`config.mk`:
```
export PLATFORM = sky130hd
export DESIGN_NAME = timer_counter_pwm_unit
export DESIGN_NICKNAME = d
export VERILOG_FILES = /design/src/rtl/timer_counter_pwm_unit_pkg.sv /design/src/rtl/dead_band_gen.sv /design/src/rtl/timer_counter_pwm_unit.sv
export VERILOG_INCLUDE_DIRS = /design/src /design/src/rtl
export SDC_FILE = /design/constraint.sdc
export NUM_CORES = 1
export LEC_CHECK = 0
export ABC_AREA = 1
export BUFFER_PORTS_ARGS = -buffer_cell sky130_fd_sc_hd__clkbuf_2
export CORE_MARGIN = 2
export CORE_UTILIZATION = 52
export DETAILED_ROUTE_END_ITERATION = 6
export PLACE_DENSITY = 0.78
export REMOVE_ABC_BUFFERS = 1
export SKIP_CTS_REPAIR_TIMING = 1
export SYNTH_ARGS = -nofsm -noshare
export SYNTH_HDL_FRONTEND = slang
export SYNTH_SLANG_ARGS = --single-unit
export TNS_END_PERCENT = 50
```
`constraint.sdc`:
```
create_clock -name clk_sys -period 3.8 [get_ports clk_sys]
set_input_delay 0.38 -clock clk_sys [delete_from_list [all_inputs] [get_ports clk_sys]]
set_output_delay 0.38 -clock clk_sys [all_outputs]
set_load 0.005 [all_outputs]
```
`src/rtl/timer_counter_pwm_unit_consts.svh`:
```
`ifndef TIMER_COUNTER_PWM_UNIT_CONSTS_SVH
`define TIMER_COUNTER_PWM_UNIT_CONSTS_SVH

// ----------------------------------------------------------------------
// Structure of the unit
// ----------------------------------------------------------------------

// Number of independent counter channels.
`define TCP_CH_NUM      4
// Width of every counter, period, compare and capture value.
`define TCP_CNT_W       16
// Width of the dead-band offset, in clock cycles.
`define TCP_DT_W        8

// ----------------------------------------------------------------------
// Reset values and safe levels
// ----------------------------------------------------------------------

// Count value after reset and whenever a channel is disabled.
`define TCP_CNT_RST     16'h0000
// Capture value after reset.
`define TCP_CAP_RST     16'h0000
// Level forced onto the true output while kill is active.
`define TCP_KILL_TRUE   1'h0
// Level forced onto the complementary output while kill is active.
`define TCP_KILL_COMP   1'h0
// Level of both outputs while a channel is disabled.
`define TCP_IDLE_LVL    1'h0

`endif

```
`src/rtl/timer_counter_pwm_unit_pkg.sv`:
```
// ----------------------------------------------------------------------
// Types shared by the timer, counter and PWM unit
// ----------------------------------------------------------------------
package timer_counter_pwm_unit_pkg;

    // A count, period, compare or capture value.
    typedef logic [15:0] cnt_t;

    // A dead-band offset in clock cycles.
    typedef logic [7:0] dt_t;

    // Run state of one counter channel.
    typedef enum logic [1:0] {
        ST_IDLE,
        ST_RUN,
        ST_HALT
    } run_state_e;

endpackage

```
`src/rtl/dead_band_gen.sv`:
```
`include "timer_counter_pwm_unit_consts.svh"

// ----------------------------------------------------------------------
// Dead-band output stage of one channel
// ----------------------------------------------------------------------
// Splits one raw compare signal into a true and a complementary output.
// Each output turns on only after the raw signal has been stable for
// dead_time cycles, while it turns off at once, so the two are never on
// together. The delay is shared by both edges, which keeps it symmetric.
module dead_band_gen (
    // Clock and reset.
    input  wire logic                            clk_sys,
    input  wire logic                            rst_n,
    // Control.
    input  wire logic                            enable,
    input  wire logic                            kill,
    input  wire timer_counter_pwm_unit_pkg::dt_t dead_time,
    // Raw compare signal.
    input  wire logic                            raw,
    // Outputs.
    output logic                                 out_true,
    output logic                                 out_comp
);

    logic                            raw_q_r;    // Last seen raw level.
    logic                            raw_q_nxt;
    timer_counter_pwm_unit_pkg::dt_t hold_r;     // Cycles since a change.
    timer_counter_pwm_unit_pkg::dt_t hold_nxt;
    logic                            true_r;     // Registered true output.
    logic                            true_nxt;
    logic                            comp_r;     // Registered complement.
    logic                            comp_nxt;
    logic                            settled;    // Delay has elapsed.

    // ------------------------------------------------------------------
    // Next-state logic
    // ------------------------------------------------------------------
    // A change of raw restarts the hold count; the count saturates at
    // the offset. Comparing with >= keeps the outputs sane if the offset
    // is lowered while a hold is in progress.
    always_comb begin
        raw_q_nxt = raw;
        hold_nxt  = hold_r;
        if (raw != raw_q_r) begin
            hold_nxt = 8'h00;
        end else if (hold_r < dead_time) begin
            hold_nxt = hold_r + 8'h01;
        end
        settled = (hold_nxt >= dead_time);
        if (!enable) begin
            true_nxt = `TCP_IDLE_LVL;
            comp_nxt = `TCP_IDLE_LVL;
        end else if (kill) begin
            true_nxt = `TCP_KILL_TRUE;
            comp_nxt = `TCP_KILL_COMP;
        end else begin
            true_nxt = raw_q_nxt && settled;
            comp_nxt = !raw_q_nxt && settled;
        end
    end

    // ------------------------------------------------------------------
    // State registers
    // ------------------------------------------------------------------
    always_ff @(posedge clk_sys or negedge rst_n) begin
        if (!rst_n) begin
            raw_q_r <= 1'h0;
            hold_r  <= 8'h00;
            true_r  <= `TCP_IDLE_LVL;
            comp_r  <= `TCP_IDLE_LVL;
        end else begin
            raw_q_r <= raw_q_nxt;
            hold_r  <= hold_nxt;
            true_r  <= true_nxt;
            comp_r  <= comp_nxt;
        end
    end

    assign out_true = true_r;
    assign out_comp = comp_r;

endmodule // dead_band_gen

```
`src/rtl/timer_counter_pwm_unit.sv`:
```
`include "timer_counter_pwm_unit_consts.svh"

// ----------------------------------------------------------------------
// Four-channel timer, counter and PWM unit
// ----------------------------------------------------------------------
// Each channel counts up from zero to its period. On the period it
// either halts or wraps to zero, as the reload input selects. A rising capture
// pin edge stores the count. The compare value sets the duty of a PWM
// signal that leaves through a dead-band stage with a true and a
// complementary output. A single kill pin forces all outputs safe.

// Behaviour
// - Four independent 16-bit counters, programmable period
// - Capture event stores present count
// - On period match halt or reload
// - Count below compare drives PWM duty
// - True and complement outputs with dead band
// - Kill forces outputs safe without software
module timer_counter_pwm_unit (
    // Clock and reset.
    input  wire logic                                   clk_sys,
    input  wire logic                                   rst_n,
    // Per-channel configuration, steady logic on clk_sys.
    input  wire logic [3:0]                             ch_enable,
    input  wire logic [3:0]                             ch_reload,
    input  wire timer_counter_pwm_unit_pkg::cnt_t [3:0] ch_period,
    input  wire timer_counter_pwm_unit_pkg::cnt_t [3:0] ch_compare,
    input  wire timer_counter_pwm_unit_pkg::dt_t  [3:0] ch_dead_time,
    // Asynchronous pins.
    input  wire logic [3:0]                             capture_pin,
    input  wire logic                                   kill_pin,
    // Channel status.
    output timer_counter_pwm_unit_pkg::cnt_t [3:0]      count,
    output timer_counter_pwm_unit_pkg::cnt_t [3:0]      capture_val,
    output logic [3:0]                                  capture_evt,
    output logic [3:0]                                  period_hit,
    output logic [3:0]                                  running,
    // PWM outputs.
    output logic [3:0]                                  pwm_true,
    output logic [3:0]                                  pwm_comp
);

    // ------------------------------------------------------------------
    // Helper functions
    // ------------------------------------------------------------------

    // True when the count has reached the programmed period.
    function automatic logic at_period(
        input timer_counter_pwm_unit_pkg::cnt_t cnt,
        input timer_counter_pwm_unit_pkg::cnt_t per
    );
        at_period = (cnt == per);
    endfunction

    // True on a rising edge of a synchronised level.
    function automatic logic rise(input logic cur, input logic prev);
        rise = cur && !prev;
    endfunction

    // ------------------------------------------------------------------
    // Declarations
    // ------------------------------------------------------------------

    // Pin synchronisers; stage one is read only by stage two.
    logic [3:0] cap_s1_r;      // Capture pins, first stage.
    logic [3:0] cap_s2_r;      // Capture pins, second stage.
    logic [3:0] cap_prev_r;    // Capture pins, previous settled level.
    logic       kill_s1_r;     // Kill pin, first stage.
    logic       kill_s2_r;     // Kill pin, second stage.

    // Counter state per channel.
    timer_counter_pwm_unit_pkg::run_state_e [3:0] state_r;
    timer_counter_pwm_unit_pkg::run_state_e [3:0] state_nxt;
    timer_counter_pwm_unit_pkg::cnt_t       [3:0] cnt_r;
    timer_counter_pwm_unit_pkg::cnt_t       [3:0] cnt_nxt;
    timer_counter_pwm_unit_pkg::cnt_t       [3:0] cap_r;
    timer_counter_pwm_unit_pkg::cnt_t       [3:0] cap_nxt;
    logic [3:0]                                   cap_evt_r;
    logic [3:0]                                   cap_evt_nxt;
    logic [3:0]                                   hit_r;
    logic [3:0]                                   hit_nxt;
    logic [3:0]                                   pwm_raw_r;
    logic [3:0]                                   pwm_raw_nxt;

    // ------------------------------------------------------------------
    // Pin synchronisers
    // ------------------------------------------------------------------
    // Both pins come from outside the clock domain. Going through two
    // flip-flops costs kill two cycles of latency; that is the price of
    // a metastability-free safe state and stays far below any software
    // reaction time.
    always_ff @(posedge clk_sys or negedge rst_n) begin
        if (!rst_n) begin
            cap_s1_r   <= 4'h0;
            cap_s2_r   <= 4'h0;
            cap_prev_r <= 4'h0;
            kill_s1_r  <= 1'h0;
            kill_s2_r  <= 1'h0;
        end else begin
            cap_s1_r   <= capture_pin;
            cap_s2_r   <= cap_s1_r;
            cap_prev_r <= cap_s2_r;
            kill_s1_r  <= kill_pin;
            kill_s2_r  <= kill_s1_r;
        end
    end

    // ------------------------------------------------------------------
    // Counter next-state logic
    // ------------------------------------------------------------------
    // Channels are independent; the loop only spares repetition.
    always_comb begin
        state_nxt   = state_r;
        cnt_nxt     = cnt_r;
        cap_nxt     = cap_r;
        cap_evt_nxt = 4'h0;
        hit_nxt     = 4'h0;
        pwm_raw_nxt = 4'h0;
        for (int ch = 0; ch < `TCP_CH_NUM; ch++) begin
            unique case (state_r[ch])
                // Stopped with the count cleared.
                timer_counter_pwm_unit_pkg::ST_IDLE: begin
                    cnt_nxt[ch] = `TCP_CNT_RST;
                    if (ch_enable[ch]) begin
                        state_nxt[ch] = timer_counter_pwm_unit_pkg::ST_RUN;
                    end
                end
                // Counting up one step per clock.
                timer_counter_pwm_unit_pkg::ST_RUN: begin
                    if (!ch_enable[ch]) begin
                        state_nxt[ch] = timer_counter_pwm_unit_pkg::ST_IDLE;
                        cnt_nxt[ch]   = `TCP_CNT_RST;
                    end else if (at_period(cnt_r[ch], ch_period[ch])) begin
                        hit_nxt[ch] = 1'h1;
                        if (ch_reload[ch]) begin
                            cnt_nxt[ch] = `TCP_CNT_RST;
                        end else begin
                            state_nxt[ch] =
                                timer_counter_pwm_unit_pkg::ST_HALT;
                        end
                    end else begin
                        cnt_nxt[ch] = cnt_r[ch] + 16'h0001;
                    end
                end
                // Halted on the period until the channel is disabled.
                timer_counter_pwm_unit_pkg::ST_HALT: begin
                    if (!ch_enable[ch]) begin
                        state_nxt[ch] = timer_counter_pwm_unit_pkg::ST_IDLE;
                        cnt_nxt[ch]   = `TCP_CNT_RST;
                    end
                end
                // The two-bit state has one unused code; recover to idle.
                default: begin
                    state_nxt[ch] = timer_counter_pwm_unit_pkg::ST_IDLE;
                    cnt_nxt[ch]   = `TCP_CNT_RST;
                end
            endcase

            if (ch_enable[ch] && rise(cap_s2_r[ch], cap_prev_r[ch])) begin
                cap_nxt[ch]     = cnt_r[ch];
                cap_evt_nxt[ch] = 1'h1;
            end

            if (state_nxt[ch] != timer_counter_pwm_unit_pkg::ST_IDLE) begin
                pwm_raw_nxt[ch] = (cnt_nxt[ch] < ch_compare[ch]);
            end
        end
    end

    // ------------------------------------------------------------------
    // Counter state registers
    // ------------------------------------------------------------------
    // reset disabled and cleared
    always_ff @(posedge clk_sys or negedge rst_n) begin
        if (!rst_n) begin
            // Element by element, so each enum gets one of its own names.
            for (int ch = 0; ch < `TCP_CH_NUM; ch++) begin
                state_r[ch] <= timer_counter_pwm_unit_pkg::ST_IDLE;
            end
            cnt_r     <= {4{`TCP_CNT_RST}};
            cap_r     <= {4{`TCP_CAP_RST}};
            cap_evt_r <= 4'h0;
            hit_r     <= 4'h0;
            pwm_raw_r <= 4'h0;
        end else begin
            state_r   <= state_nxt;
            cnt_r     <= cnt_nxt;
            cap_r     <= cap_nxt;
            cap_evt_r <= cap_evt_nxt;
            hit_r     <= hit_nxt;
            pwm_raw_r <= pwm_raw_nxt;
        end
    end

    // ------------------------------------------------------------------
    // Output stages
    // ------------------------------------------------------------------
    // One dead-band stage per channel; all share the synchronised kill.
    for (genvar g = 0; g < `TCP_CH_NUM; g++) begin : g_out
        dead_band_gen u_dead_band (
            .clk_sys   (clk_sys),
            .rst_n     (rst_n),
            .enable    (ch_enable[g]),
            .kill      (kill_s2_r),
            .dead_time (ch_dead_time[g]),
            .raw       (pwm_raw_r[g]),
            .out_true  (pwm_true[g]),
            .out_comp  (pwm_comp[g])
        );
    end

    // Status outputs straight from flip-flops.
    assign count       = cnt_r;
    assign capture_val = cap_r;
    assign capture_evt = cap_evt_r;
    assign period_hit  = hit_r;

    // A channel is running while it is counting, not while halted.
    always_comb begin
        for (int ch = 0; ch < `TCP_CH_NUM; ch++) begin
            running[ch] = (state_r[ch] == timer_counter_pwm_unit_pkg::ST_RUN);
        end
    end

endmodule // timer_counter_pwm_unit

```
==> impl_metrics.env, run 1 <==
export IMPL_synth_top_area_cell="dfrtp_1"
export IMPL_synthTopCellsByArea="dfrtp_1 37%, nand2_1 14%, ha_1 13%"
export IMPL_place_congestion=1.01
export IMPL_avgViaCountPerCell=5.25
export IMPL_cp_depth=21
export IMPL_finalNetCount=2521
export IMPL_finalCritPeriodShare_pct=87.4
export IMPL_drcViolationCount=0
export IMPL_crit_buf_inv=4
export IMPL_worstHoldStart="ch_enable[1]"
export IMPL_synth_area_per_cell_sq_um=7.35
export IMPL_path_delay_family="compound AO/OA/AOI/OAI gates"
export IMPL_postSynthCellCount=1879
export IMPL_clock_latency_ns=0.52
export IMPL_synth_seq_cells=206
export IMPL_status="complete, no violations"
export IMPL_crit_chain="ha_1 -> a21boi_0 -> o211ai_1 -> nand2_1 -> nand4_1 -> nand2_1 -> inv_1 -> nor2_1 -> nor3_1 -> inv_1 -> ha_1 -> inv_1 -> a21boi_0 -> o21a_1 -> o21a_1 -> o21ai_0 -> nand2_1 -> a21oi_1 -> o21ai_0 -> nand3_1 -> inv_1"
export IMPL_clock_sinks=206
export IMPL_dieArea_sq_mm=0.0279
export IMPL_drt_iter0_markers=810
export IMPL_fillers=2352
export IMPL_hold_violations=0
export IMPL_netlist_area_leader_share_pct=37.3
export IMPL_r2r_slack_ns=0.48
export IMPL_area_growth_pct=20.5
export IMPL_h_tree_depth=1
export IMPL_synth_async_reset_ratio_pct=100
export IMPL_period_minus_slack_ns=3.32
export IMPL_grt_pass1_wl_mm=62.8
export IMPL_wl_mm=39.0
export IMPL_cpMaxStageDelayCell="dfrtp_1"
export IMPL_grt_overflow_total=0
export IMPL_cap_viol_max_count=0
export IMPL_timing_rr_end="g_out[3].u_dead_band.out_comp"
export IMPL_vias=13426
export IMPL_cp_arrival_ns=3.73
export IMPL_worstSetupPathType="reg2reg"
export IMPL_cts_max_path_buffers=3
export IMPL_min_path_type="in2reg"
export IMPL_min_to="capture_evt[1]"
export IMPL_fmax_ghz=0.301
export IMPL_hold_ws_ns=0.215
export IMPL_syn_cell_area_sq_mm=0.0138
export IMPL_hold_depth=3
export IMPL_slew_headroom_pct=40.2
export IMPL_cts_tree="yes"
export IMPL_dpl_hpwl_mm=30.6
export IMPL_power_leakage_nw=9.19
export IMPL_die_h_microns=167
export IMPL_timing_final_max_slew_violations=0
export IMPL_yosys_cell_count_top_type="nand2_1"
export IMPL_seq_area_frac_synth_pct=37.3
export IMPL_setup_violations=0
export IMPL_num_rows=59
export IMPL_routedWlPerCell_microns=15.2
export IMPL_cp_common_cell="inv_1"
export IMPL_port_buffers=322
export IMPL_grt_max_degree=98
export IMPL_drive_gt1_share_pct=19.3
export IMPL_worstPathRequired_ns=4.20
export IMPL_worstSetupEndpointType="flop"
export IMPL_powerDensity_mw_per_mm2=395
export IMPL_synth_edff_count=0
export IMPL_cts_buffers=25
export IMPL_drtAntennaViolNets=0
export IMPL_core_sq_mm=0.0261
export IMPL_clock_root_buffer="clkbuf_16"
export IMPL_reg2reg_from="g_out[3].u_dead_band.hold_r[1]"
export IMPL_antenna_found_initial=5
export IMPL_r2r_cells=21
export IMPL_placed_cell_area_sq_mm=0.0157
export IMPL_slowest_delay_ns=0.44
export IMPL_initial_core_util_pct=53.0
export IMPL_synth_cell_types=47
export IMPL_crit_path_start_kind="flop"
export IMPL_clk_pin_slew_worst_paths_ns=0.05
export IMPL_crit_fanout=8
export IMPL_grtUsageTotal_pct=27.3
export IMPL_drt_pass1_iter_count=5
export IMPL_ys_flop_type="dfrtp_1"
export IMPL_tns_ns=0
export IMPL_ys_top_cells_by_count="501 x nand2_1, 325 x inv_1, 206 x dfrtp_1"
export IMPL_grt_pass1_vias=12727
export IMPL_rsz0062_at_grt="false"
export IMPL_skew_ns=0.00908
export IMPL_ios=323
export IMPL_yosys_warnings=0
export IMPL_worst_pin_slew_ns=0.896
export IMPL_final_area_sq_mm=0.0166
export IMPL_fp_dieW_microns=167
export IMPL_ir_drop_uv=389
kinds of logic after synthesis:
kind of cell | after synthesis | share of synthesized area, %
XOR/XNOR | 10 | 0.634
adder cells (fa/ha/maj) | 144 | 13.0
buffers and inverters | 389 | 10.8
flip-flops | 206 | 37.3
AO/OA/AOI/OAI | 357 | 14.4
AND/OR/NAND/NOR | 773 | 23.8
worst min-delay path, stage by stage:
cell	delay (ns)
clkbuf_2	0.17
nand2_1	0.09
nor2_1	0.05
where the power goes:
group / switching [W] / total (W) / internal, W
clock network: 0.000932 / 0.00243 / 0.00150
registers: 0.000181 / 0.00254 / 0.00235
logic: 0.00104 / 0.00161 / 0.000569
total: 0.00215 / 0.00657 / 0.00442
state kept, by name (all words and copies together), names as in the netlist:
name,cells
count,64
kill_s2_r,1
cap_s1_r,4
g_out.u_dead_band.hold_r,32
cap_prev_r,4
g_out.u_dead_band.raw_q_r,4
capture_val,64
g_out.u_dead_band.out_true,4
capture_evt,4
g_out.u_dead_band.out_comp,4
period_hit,4
kill_s1_r,1
state_r,8
pwm_raw_r,4
cap_s2_r,4
metrics by stage:
step / worst slack [ns] / utilization [%] / std cells / total power [W]
after global routing: 0.0434 / 63.9 / 2559 / 0.00699
after detailed placement: 0.414 / 60.4 / 2504 / 0.00416
after global placement: 0.409 / 60.4 / 2504 / 0.00410
after CTS: 0.465 / 63.6 / 2548 / 0.00662
final: 0.477 / 63.9 / 2559 / 0.00657
after floorplan: 0.951 / - / 1841 / 0.00355
how the worst max path moves through the flow:
stage                                               from                             to
after global routing                           count[32]                   pwm_raw_r[2]
after floorplan                         ch_dead_time[25]  g_out[3].u_dead_band.out_true
after CTS                 g_out[3].u_dead_band.hold_r[1]  g_out[3].u_dead_band.out_comp
final                     g_out[3].u_dead_band.hold_r[1]  g_out[3].u_dead_band.out_comp
after detailed placement                ch_dead_time[25]  g_out[3].u_dead_band.out_comp
after global placement                  ch_dead_time[25]  g_out[3].u_dead_band.out_true
area by class of cell:
cell class	instances	area, sq um	share of cell area (%)
diodes	5	12.5	0.0752
clock buffers	34	709	4.26
clock inverters	10	125	0.752
inverters	351	1320	7.92
repair buffers	334	1740	10.5
well taps	335	419	2.52
flip-flops and latches	206	5150	31.0
multi-input cells	1284	7160	43.0
routing by layer:
| layer | wire, microns | GRT usage [%] | up-vias |
|---|---|---|---|
| met5 | 0 | 0 | - |
| met4 | 1400 | 10.5 | 0 |
| met3 | 2450 | 3.64 | 83 |
| met2 | 18300 | 45.4 | 480 |
| met1 | 16800 | 36.5 | 6147 |
| li1 | - | - | 6716 |
layout by cell type (no fill, tap or decap), types with 6 or more instances in the layout:
cell type,count
a211oi_1,9
a21boi_0,6
a21oi_1,143
clkbuf_16,25
clkbuf_2,321
clkinv_2,7
dfrtp_1,206
dlygate4sd3_1,6
ha_1,144
inv_1,325
inv_2,22
nand2_1,501
nand3_1,53
nand3b_1,6
nand4_1,30
nor2_1,114
nor2_2,11
nor3_1,32
o211ai_1,18
o21a_1,9
o21ai_0,131
o22ai_1,19
xor2_1,10
(Power assumes the default switching activity.)
==> inputs of run 2 (changes only) <==
CORE_ASPECT_RATIO = 2   (was default)
==> run 2 against run 1 <==
Net effect: sequential cell count unchanged; sequential power about the same; routed wire length increased by 10%; critical path type unchanged; largest power group unchanged.
==> impl_metrics.env, run 2 (synthesis gave the netlist of run 1 again) <==
export IMPL_worstPathRequired_ns=4.19
export IMPL_cts_buffers=21
export IMPL_power_leakage_nw=9.19
export IMPL_crit_fanout=11
export IMPL_hold_violations=0
export IMPL_area_growth_pct=20.5
export IMPL_rsz0062_at_grt="false"
export IMPL_drive_gt1_share_pct=19.4
export IMPL_cap_viol_max_count=0
export IMPL_clock_latency_ns=0.53
export IMPL_grtUsageTotal_pct=30.4
export IMPL_grt_overflow_total=0
export IMPL_final_common_cell="nand2_1"
export IMPL_crit_path_start_kind="flop"
export IMPL_h_tree_depth=1
export IMPL_timing_final_max_slew_violations=0
export IMPL_finalNetCount=2523
export IMPL_grt_max_degree=99
export IMPL_die_h_microns=234
export IMPL_core_sq_mm=0.0262
export IMPL_post_route_util_pct=63.6
export IMPL_vias=13919
export IMPL_min_path_type="in2reg"
export IMPL_ir_drop_uv=375
export IMPL_setup_violations=0
export IMPL_avgViaCountPerCell=5.43
export IMPL_p_comb_share_pct=25.1
export IMPL_drt_pass1_iter_count=5
export IMPL_fillers=2313
export IMPL_drt_iter0_markers=843
export IMPL_clk_pin_slew_worst_paths_ns=0.07
export IMPL_drcViolationCount=0
export IMPL_switching_share_pct=33.5
export IMPL_skew_ns=0.0183
export IMPL_grt_pass1_wl_mm=67.4
export IMPL_place_congestion=1.05
export IMPL_drtAntennaViolNets=0
export IMPL_worstSetupEndpointType="flop"
export IMPL_antenna_found_initial=2
export IMPL_fp_dieW_microns=119
export IMPL_routedWlPerCell_microns=16.8
export IMPL_period_minus_slack_ns=3.48
export IMPL_clock_root_buffer="clkbuf_16"
export IMPL_num_rows=84
export IMPL_clock_sinks=206
export IMPL_dieArea_sq_mm=0.0280
export IMPL_tns_ns=0
export IMPL_slew_headroom_pct=36.0
export IMPL_fmax_ghz=0.287
export IMPL_worst_pin_slew_ns=0.958
export IMPL_wl_mm=43.0
export IMPL_finalCritPeriodShare_pct=91.7
export IMPL_cts_tree="yes"
export IMPL_initial_core_util_pct=52.8
export IMPL_p_switching_w=0.00220
export IMPL_status="complete, no violations"
export IMPL_worstSetupPathType="reg2reg"
export IMPL_port_buffers=322
export IMPL_final_cell_mix="501 x nand2_1, 325 x inv_1, 321 x clkbuf_2, 206 x dfrtp_1, 144 x ha_1"
export IMPL_power_share_sequential_pct=38.6
export IMPL_cp_arrival_ns=3.87
export IMPL_power_internal_w=0.00437
export IMPL_grt_pass1_vias=13888
export IMPL_p_clk_share_pct=36.3
export IMPL_dpl_hpwl_mm=34.0
export IMPL_cts_max_path_buffers=3
export IMPL_ios=323
export IMPL_powerDensity_mw_per_mm2=395
[run 2: metrics by stage]
| stage | hold slack (ns) | cell area, sq um | cells | worst slack, ns | power [W] |
|---|---|---|---|---|---|
| 2_1_floorplan | 0.0844 | 13600 | 1841 | 0.951 | 0.00355 |
| 3_3_place_gp | 0.335 | 15800 | 2519 | 0.308 | 0.00413 |
| 3_5_place_dp | 0.337 | 15800 | 2519 | 0.304 | 0.00420 |
| 4_1_cts | -0.0867 | 16600 | 2557 | 0.276 | 0.00660 |
| 5_1_grt | 0.213 | 16600 | 2565 | 0.00116 | 0.00695 |
| 6_report | 0.196 | 16600 | 2565 | 0.316 | 0.00657 |
[run 2: routing by layer]
metal	vias to the layer above	track usage, %	share of wire, %
li1	6709	-	-
met1	6461	29.7	34
met2	574	58.4	53
met3	175	4.75	5.9
met4	0	20.0	7.3
met5	-	0	0
[run 2: power groups by stage]
stage	registers, W	clock network, W	logic (W)
2_1_floorplan	0.00252	0	0.00104
3_3_place_gp	0.00257	0	0.00157
3_5_place_dp	0.00258	0	0.00163
4_1_cts	0.00254	0.00242	0.00164
5_1_grt	0.00256	0.00250	0.00189
6_report	0.00254	0.00238	0.00165
[run 2: worst paths after layout]
path,start,endpoint,slack [ns],cells after the start
setup / recovery,count[9],pwm_raw_r[0],0.32,19
hold reg to reg,cap_s1_r[1],cap_s2_r[1],0.35,0
max in group asynchronous,rst_n,capture_val[3],2.49,3
setup reg to reg,count[9],pwm_raw_r[0],0.32,19
hold / removal,ch_enable[1],capture_evt[1],0.20,3
min in group asynchronous,rst_n,capture_val[63],0.45,2
[run 2: final cells by class]
cell class / count / area [sq um] / share of cell area, %
clock inverters: 10 / 183 / 1.10
diodes: 2 / 5.00 / 0.0301
multi-input cells: 1284 / 7170 / 43.1
flip-flops and latches: 206 / 5150 / 31.0
inverters: 351 / 1320 / 7.91
repair buffers: 340 / 1800 / 10.8
clock buffers: 28 / 592 / 3.56
well taps: 344 / 430 / 2.59
[run 2: worst max-delay path, cell delays in order (launching register included)]
cell and delay, ns:
dfrtp_1 0.47, inv_1 0.12, nand2_1 0.07, nand2_1 0.04, nor2_1 0.12, nand2_1 0.16, nor2_2 0.24, nand2_4 0.11
nor2_1 0.10, buf_4 0.21, inv_1 0.12, nand2_1 0.10, nor2_1 0.11, o22ai_1 0.28, a21oi_1 0.17, ha_1 0.33
nand4_1 0.14, o221a_2 0.28, o21ai_0 0.12, a21oi_2 0.05
==> inputs of run 3 (changes only) <==
ABC_AREA = default   (was 1)
RECOVER_POWER = 25   (was default)
==> run 3 against run 2 <==
Net effect: the flow now finishes with violations (capacitance limit, slew limit); cell count shrank 14%; utilization grew 1.9 points; sequential cell count is the same; worst setup slack lost 0.16 ns; die area shrank 3.5%; clock skew shrank 0.0042 ns; via count shrank 8.3%; critical path depth shrank 7; combinational power grew 8%.
==> impl_metrics.env, run 3 <==
export IMPL_yosys_warnings=0
export IMPL_crit_path_start_kind="flop"
export IMPL_worstSetupEndpointType="flop"
export IMPL_finalCritPeriodShare_pct=96.0
export IMPL_avgViaCountPerCell=5.76
export IMPL_worstHoldStart="ch_compare[16]"
export IMPL_dpl_hpwl_mm=32.7
export IMPL_place_congestion=0.946
export IMPL_rsz0062_at_grt="true"
export IMPL_grt_pass1_wl_mm=64.3
export IMPL_synth_top_area_cell="dfrtp_1"
export IMPL_hold_ws_ns=0.0970
export IMPL_cap_viol_max_count=1
export IMPL_vias=12768
export IMPL_tns_ns=0
export IMPL_synthTopCellsByArea="dfrtp_1 39%, ha_1 14%, nand2_1 7.1%"
export IMPL_cts_tree="yes"
export IMPL_die_h_microns=230
export IMPL_grt_pass1_vias=12997
export IMPL_port_buffers=322
export IMPL_power_leakage_nw=8.99
export IMPL_timing_final_max_slew_violations=92
export IMPL_ys_flop_type="dfrtp_1"
export IMPL_routedWlPerCell_microns=18.6
export IMPL_setup_violations=0
export IMPL_grt_use_met1_pct=29.7
export IMPL_netlist_area_leader_share_pct=38.7
export IMPL_wl_mm=41.2
export IMPL_fmax_ghz=0.274
export IMPL_antenna_found_initial=1
export IMPL_area_growth_pct=23.6
export IMPL_h_tree_depth=1
export IMPL_violations="capacitance limit, slew limit"
export IMPL_cp_arrival_ns=4.03
export IMPL_seq_area_frac_synth_pct=38.7
export IMPL_min_to="pwm_raw_r[1]"
export IMPL_drt_pass1_iter_count=5
export IMPL_top_usage_layer="met2"
export IMPL_dieArea_sq_mm=0.0270
export IMPL_synth_seq_cells=206
export IMPL_clock_sinks=206
export IMPL_worstSetupPathType="reg2reg"
export IMPL_period_minus_slack_ns=3.65
export IMPL_hold_violations=0
export IMPL_fp_dieW_microns=117
export IMPL_grt_overflow_total=0
export IMPL_drt_iter0_markers=565
export IMPL_reg2reg_from="count[49]"
export IMPL_fillers=2105
export IMPL_p_total_w=0.00651
export IMPL_ir_drop_uv=366
export IMPL_drcViolationCount=0
export IMPL_cts_max_path_buffers=3
export IMPL_postSynthCellCount=1492
export IMPL_r2r_slack_ns=0.15
export IMPL_synth_async_reset_ratio_pct=100
export IMPL_grt_max_degree=93
export IMPL_ys_top_cells_by_count="251 x nand2_1, 206 x dfrtp_1, 144 x ha_1"
export IMPL_synth_edff_count=0
export IMPL_timing_rr_end="pwm_raw_r[3]"
export IMPL_skew_ns=0.0141
export IMPL_drive_gt1_share_pct=24.2
export IMPL_fin_cells=2216
export IMPL_crit_fanout=11
export IMPL_slew_headroom_pct=-56.5
export IMPL_dp_cells=2171
export IMPL_clk_pin_slew_worst_paths_ns=0.07
export IMPL_synth_area_per_cell_sq_um=8.93
export IMPL_yosys_cell_count_top_type="nand2_1"
export IMPL_status="finished, violations left"
export IMPL_core_sq_mm=0.0251
export IMPL_synth_cell_types=84
export IMPL_clock_root_buffer="clkbuf_16"
export IMPL_grtUsageTotal_pct=30.4
export IMPL_hold_depth=3
export IMPL_final_cell_mix="300 x clkbuf_2, 251 x nand2_1, 206 x dfrtp_1, 144 x ha_1, 128 x inv_1"
export IMPL_initial_core_util_pct=53.0
export IMPL_syn_cell_area_sq_mm=0.0133
export IMPL_grt_util_met2_pct=56.3
export IMPL_min_path_type="in2reg"
export IMPL_drtAntennaViolNets=0
export IMPL_clock_latency_ns=0.53
export IMPL_r2r_cells=12
export IMPL_worst_pin_slew_ns=2.35
export IMPL_powerDensity_mw_per_mm2=395
export IMPL_ios=323
export IMPL_use_met3_pct=4.38
export IMPL_worstPathRequired_ns=4.19
export IMPL_final_common_cell="clkbuf_2"
export IMPL_cts_buffers=21
export IMPL_num_rows=82
export IMPL_finalNetCount=2183
## run 3: changes by cell type in the layout (fill, tap and decap cells not counted), moves of 61 or more
cell,before,now
nor2_1,114,53
inv_1,325,128
nand2_1,501,251
a21oi_1,143,66
buf_4,10,78
xor2_1,10,73
## run 3: how the worst max path moves through the flow
stage	from	end	slack, ns	cells after the start
floorplan	ch_dead_time[4]	g_out[0].u_dead_band.out_comp	0.62	16
global placement	ch_dead_time[25]	g_out[3].u_dead_band.out_comp	0.09	17
detailed placement	ch_dead_time[25]	g_out[3].u_dead_band.out_comp	-0.004	17
CTS	g_out[3].u_dead_band.hold_r[1]	g_out[3].u_dead_band.out_comp	0.08	15
global route	count[55]	pwm_raw_r[3]	-0.03	16
finish	count[49]	pwm_raw_r[3]	0.15	12
## run 3: routing by layer
metal / share of wire [%] / wire [microns]
met3: 5.6 / 2320
met5: 0 / 0
met2: 54 / 22300
met1: 33 / 13600
met4: 7.2 / 2970
## run 3: logic make-up after synthesis
| logic type | Yosys count | share of synthesized area [%] |
|---|---|---|
| buf+inv | 189 | 5.90 |
| flops | 206 | 38.7 |
| mux | 7 | 0.526 |
| fa+ha+maj | 144 | 13.5 |
| compound gates | 333 | 16.1 |
| xor+xnor | 82 | 5.39 |
| simple gates | 531 | 19.9 |
## run 3: worst max-delay path, stage by stage, from the launching register on
cell and delay [ns]:
dfrtp_1 0.46, xor2_1 0.20, nor4_2 0.49, nand4_2 0.19
nand4_1 0.39, o21ai_0 0.17, a311oi_1 0.39, ha_1 0.20
nand4_1 0.10, or2_2 0.30, or4_1 0.41, o22ai_1 0.17
nor4_2 0.05
## run 3: report_power, final
part / total [W] / switching, W / internal (W)
registers: 0.00255 / 0.000199 / 0.00235
logic: 0.00178 / 0.00104 / 0.000736
clock network: 0.00219 / 0.000918 / 0.00127
total: 0.00651 / 0.00216 / 0.00435
## run 3: cell type report
type,count,area [sq um],share of cell area [%]
multi-input combinational,1097,7420,45.1
sequential,206,5150,31.3
timing repair buffer,409,2270,13.8
clock buffer,27,568,3.45
inverter,129,484,2.94
tap,336,420,2.55
clock inverter,11,140,0.851
antenna,1,2.50,0.0152
## run 3: stage by stage
step | worst slack [ns] | area [sq um] | utilization (%)
after CTS | 0.0763 | 16400 | 65.3
after global placement | 0.0869 | 15700 | 62.4
after floorplan | 0.616 | 13000 | -
final | 0.152 | 16500 | 65.5
after detailed placement | -0.00372 | 15700 | 62.4
after global routing | -0.0271 | 16500 | 65.5
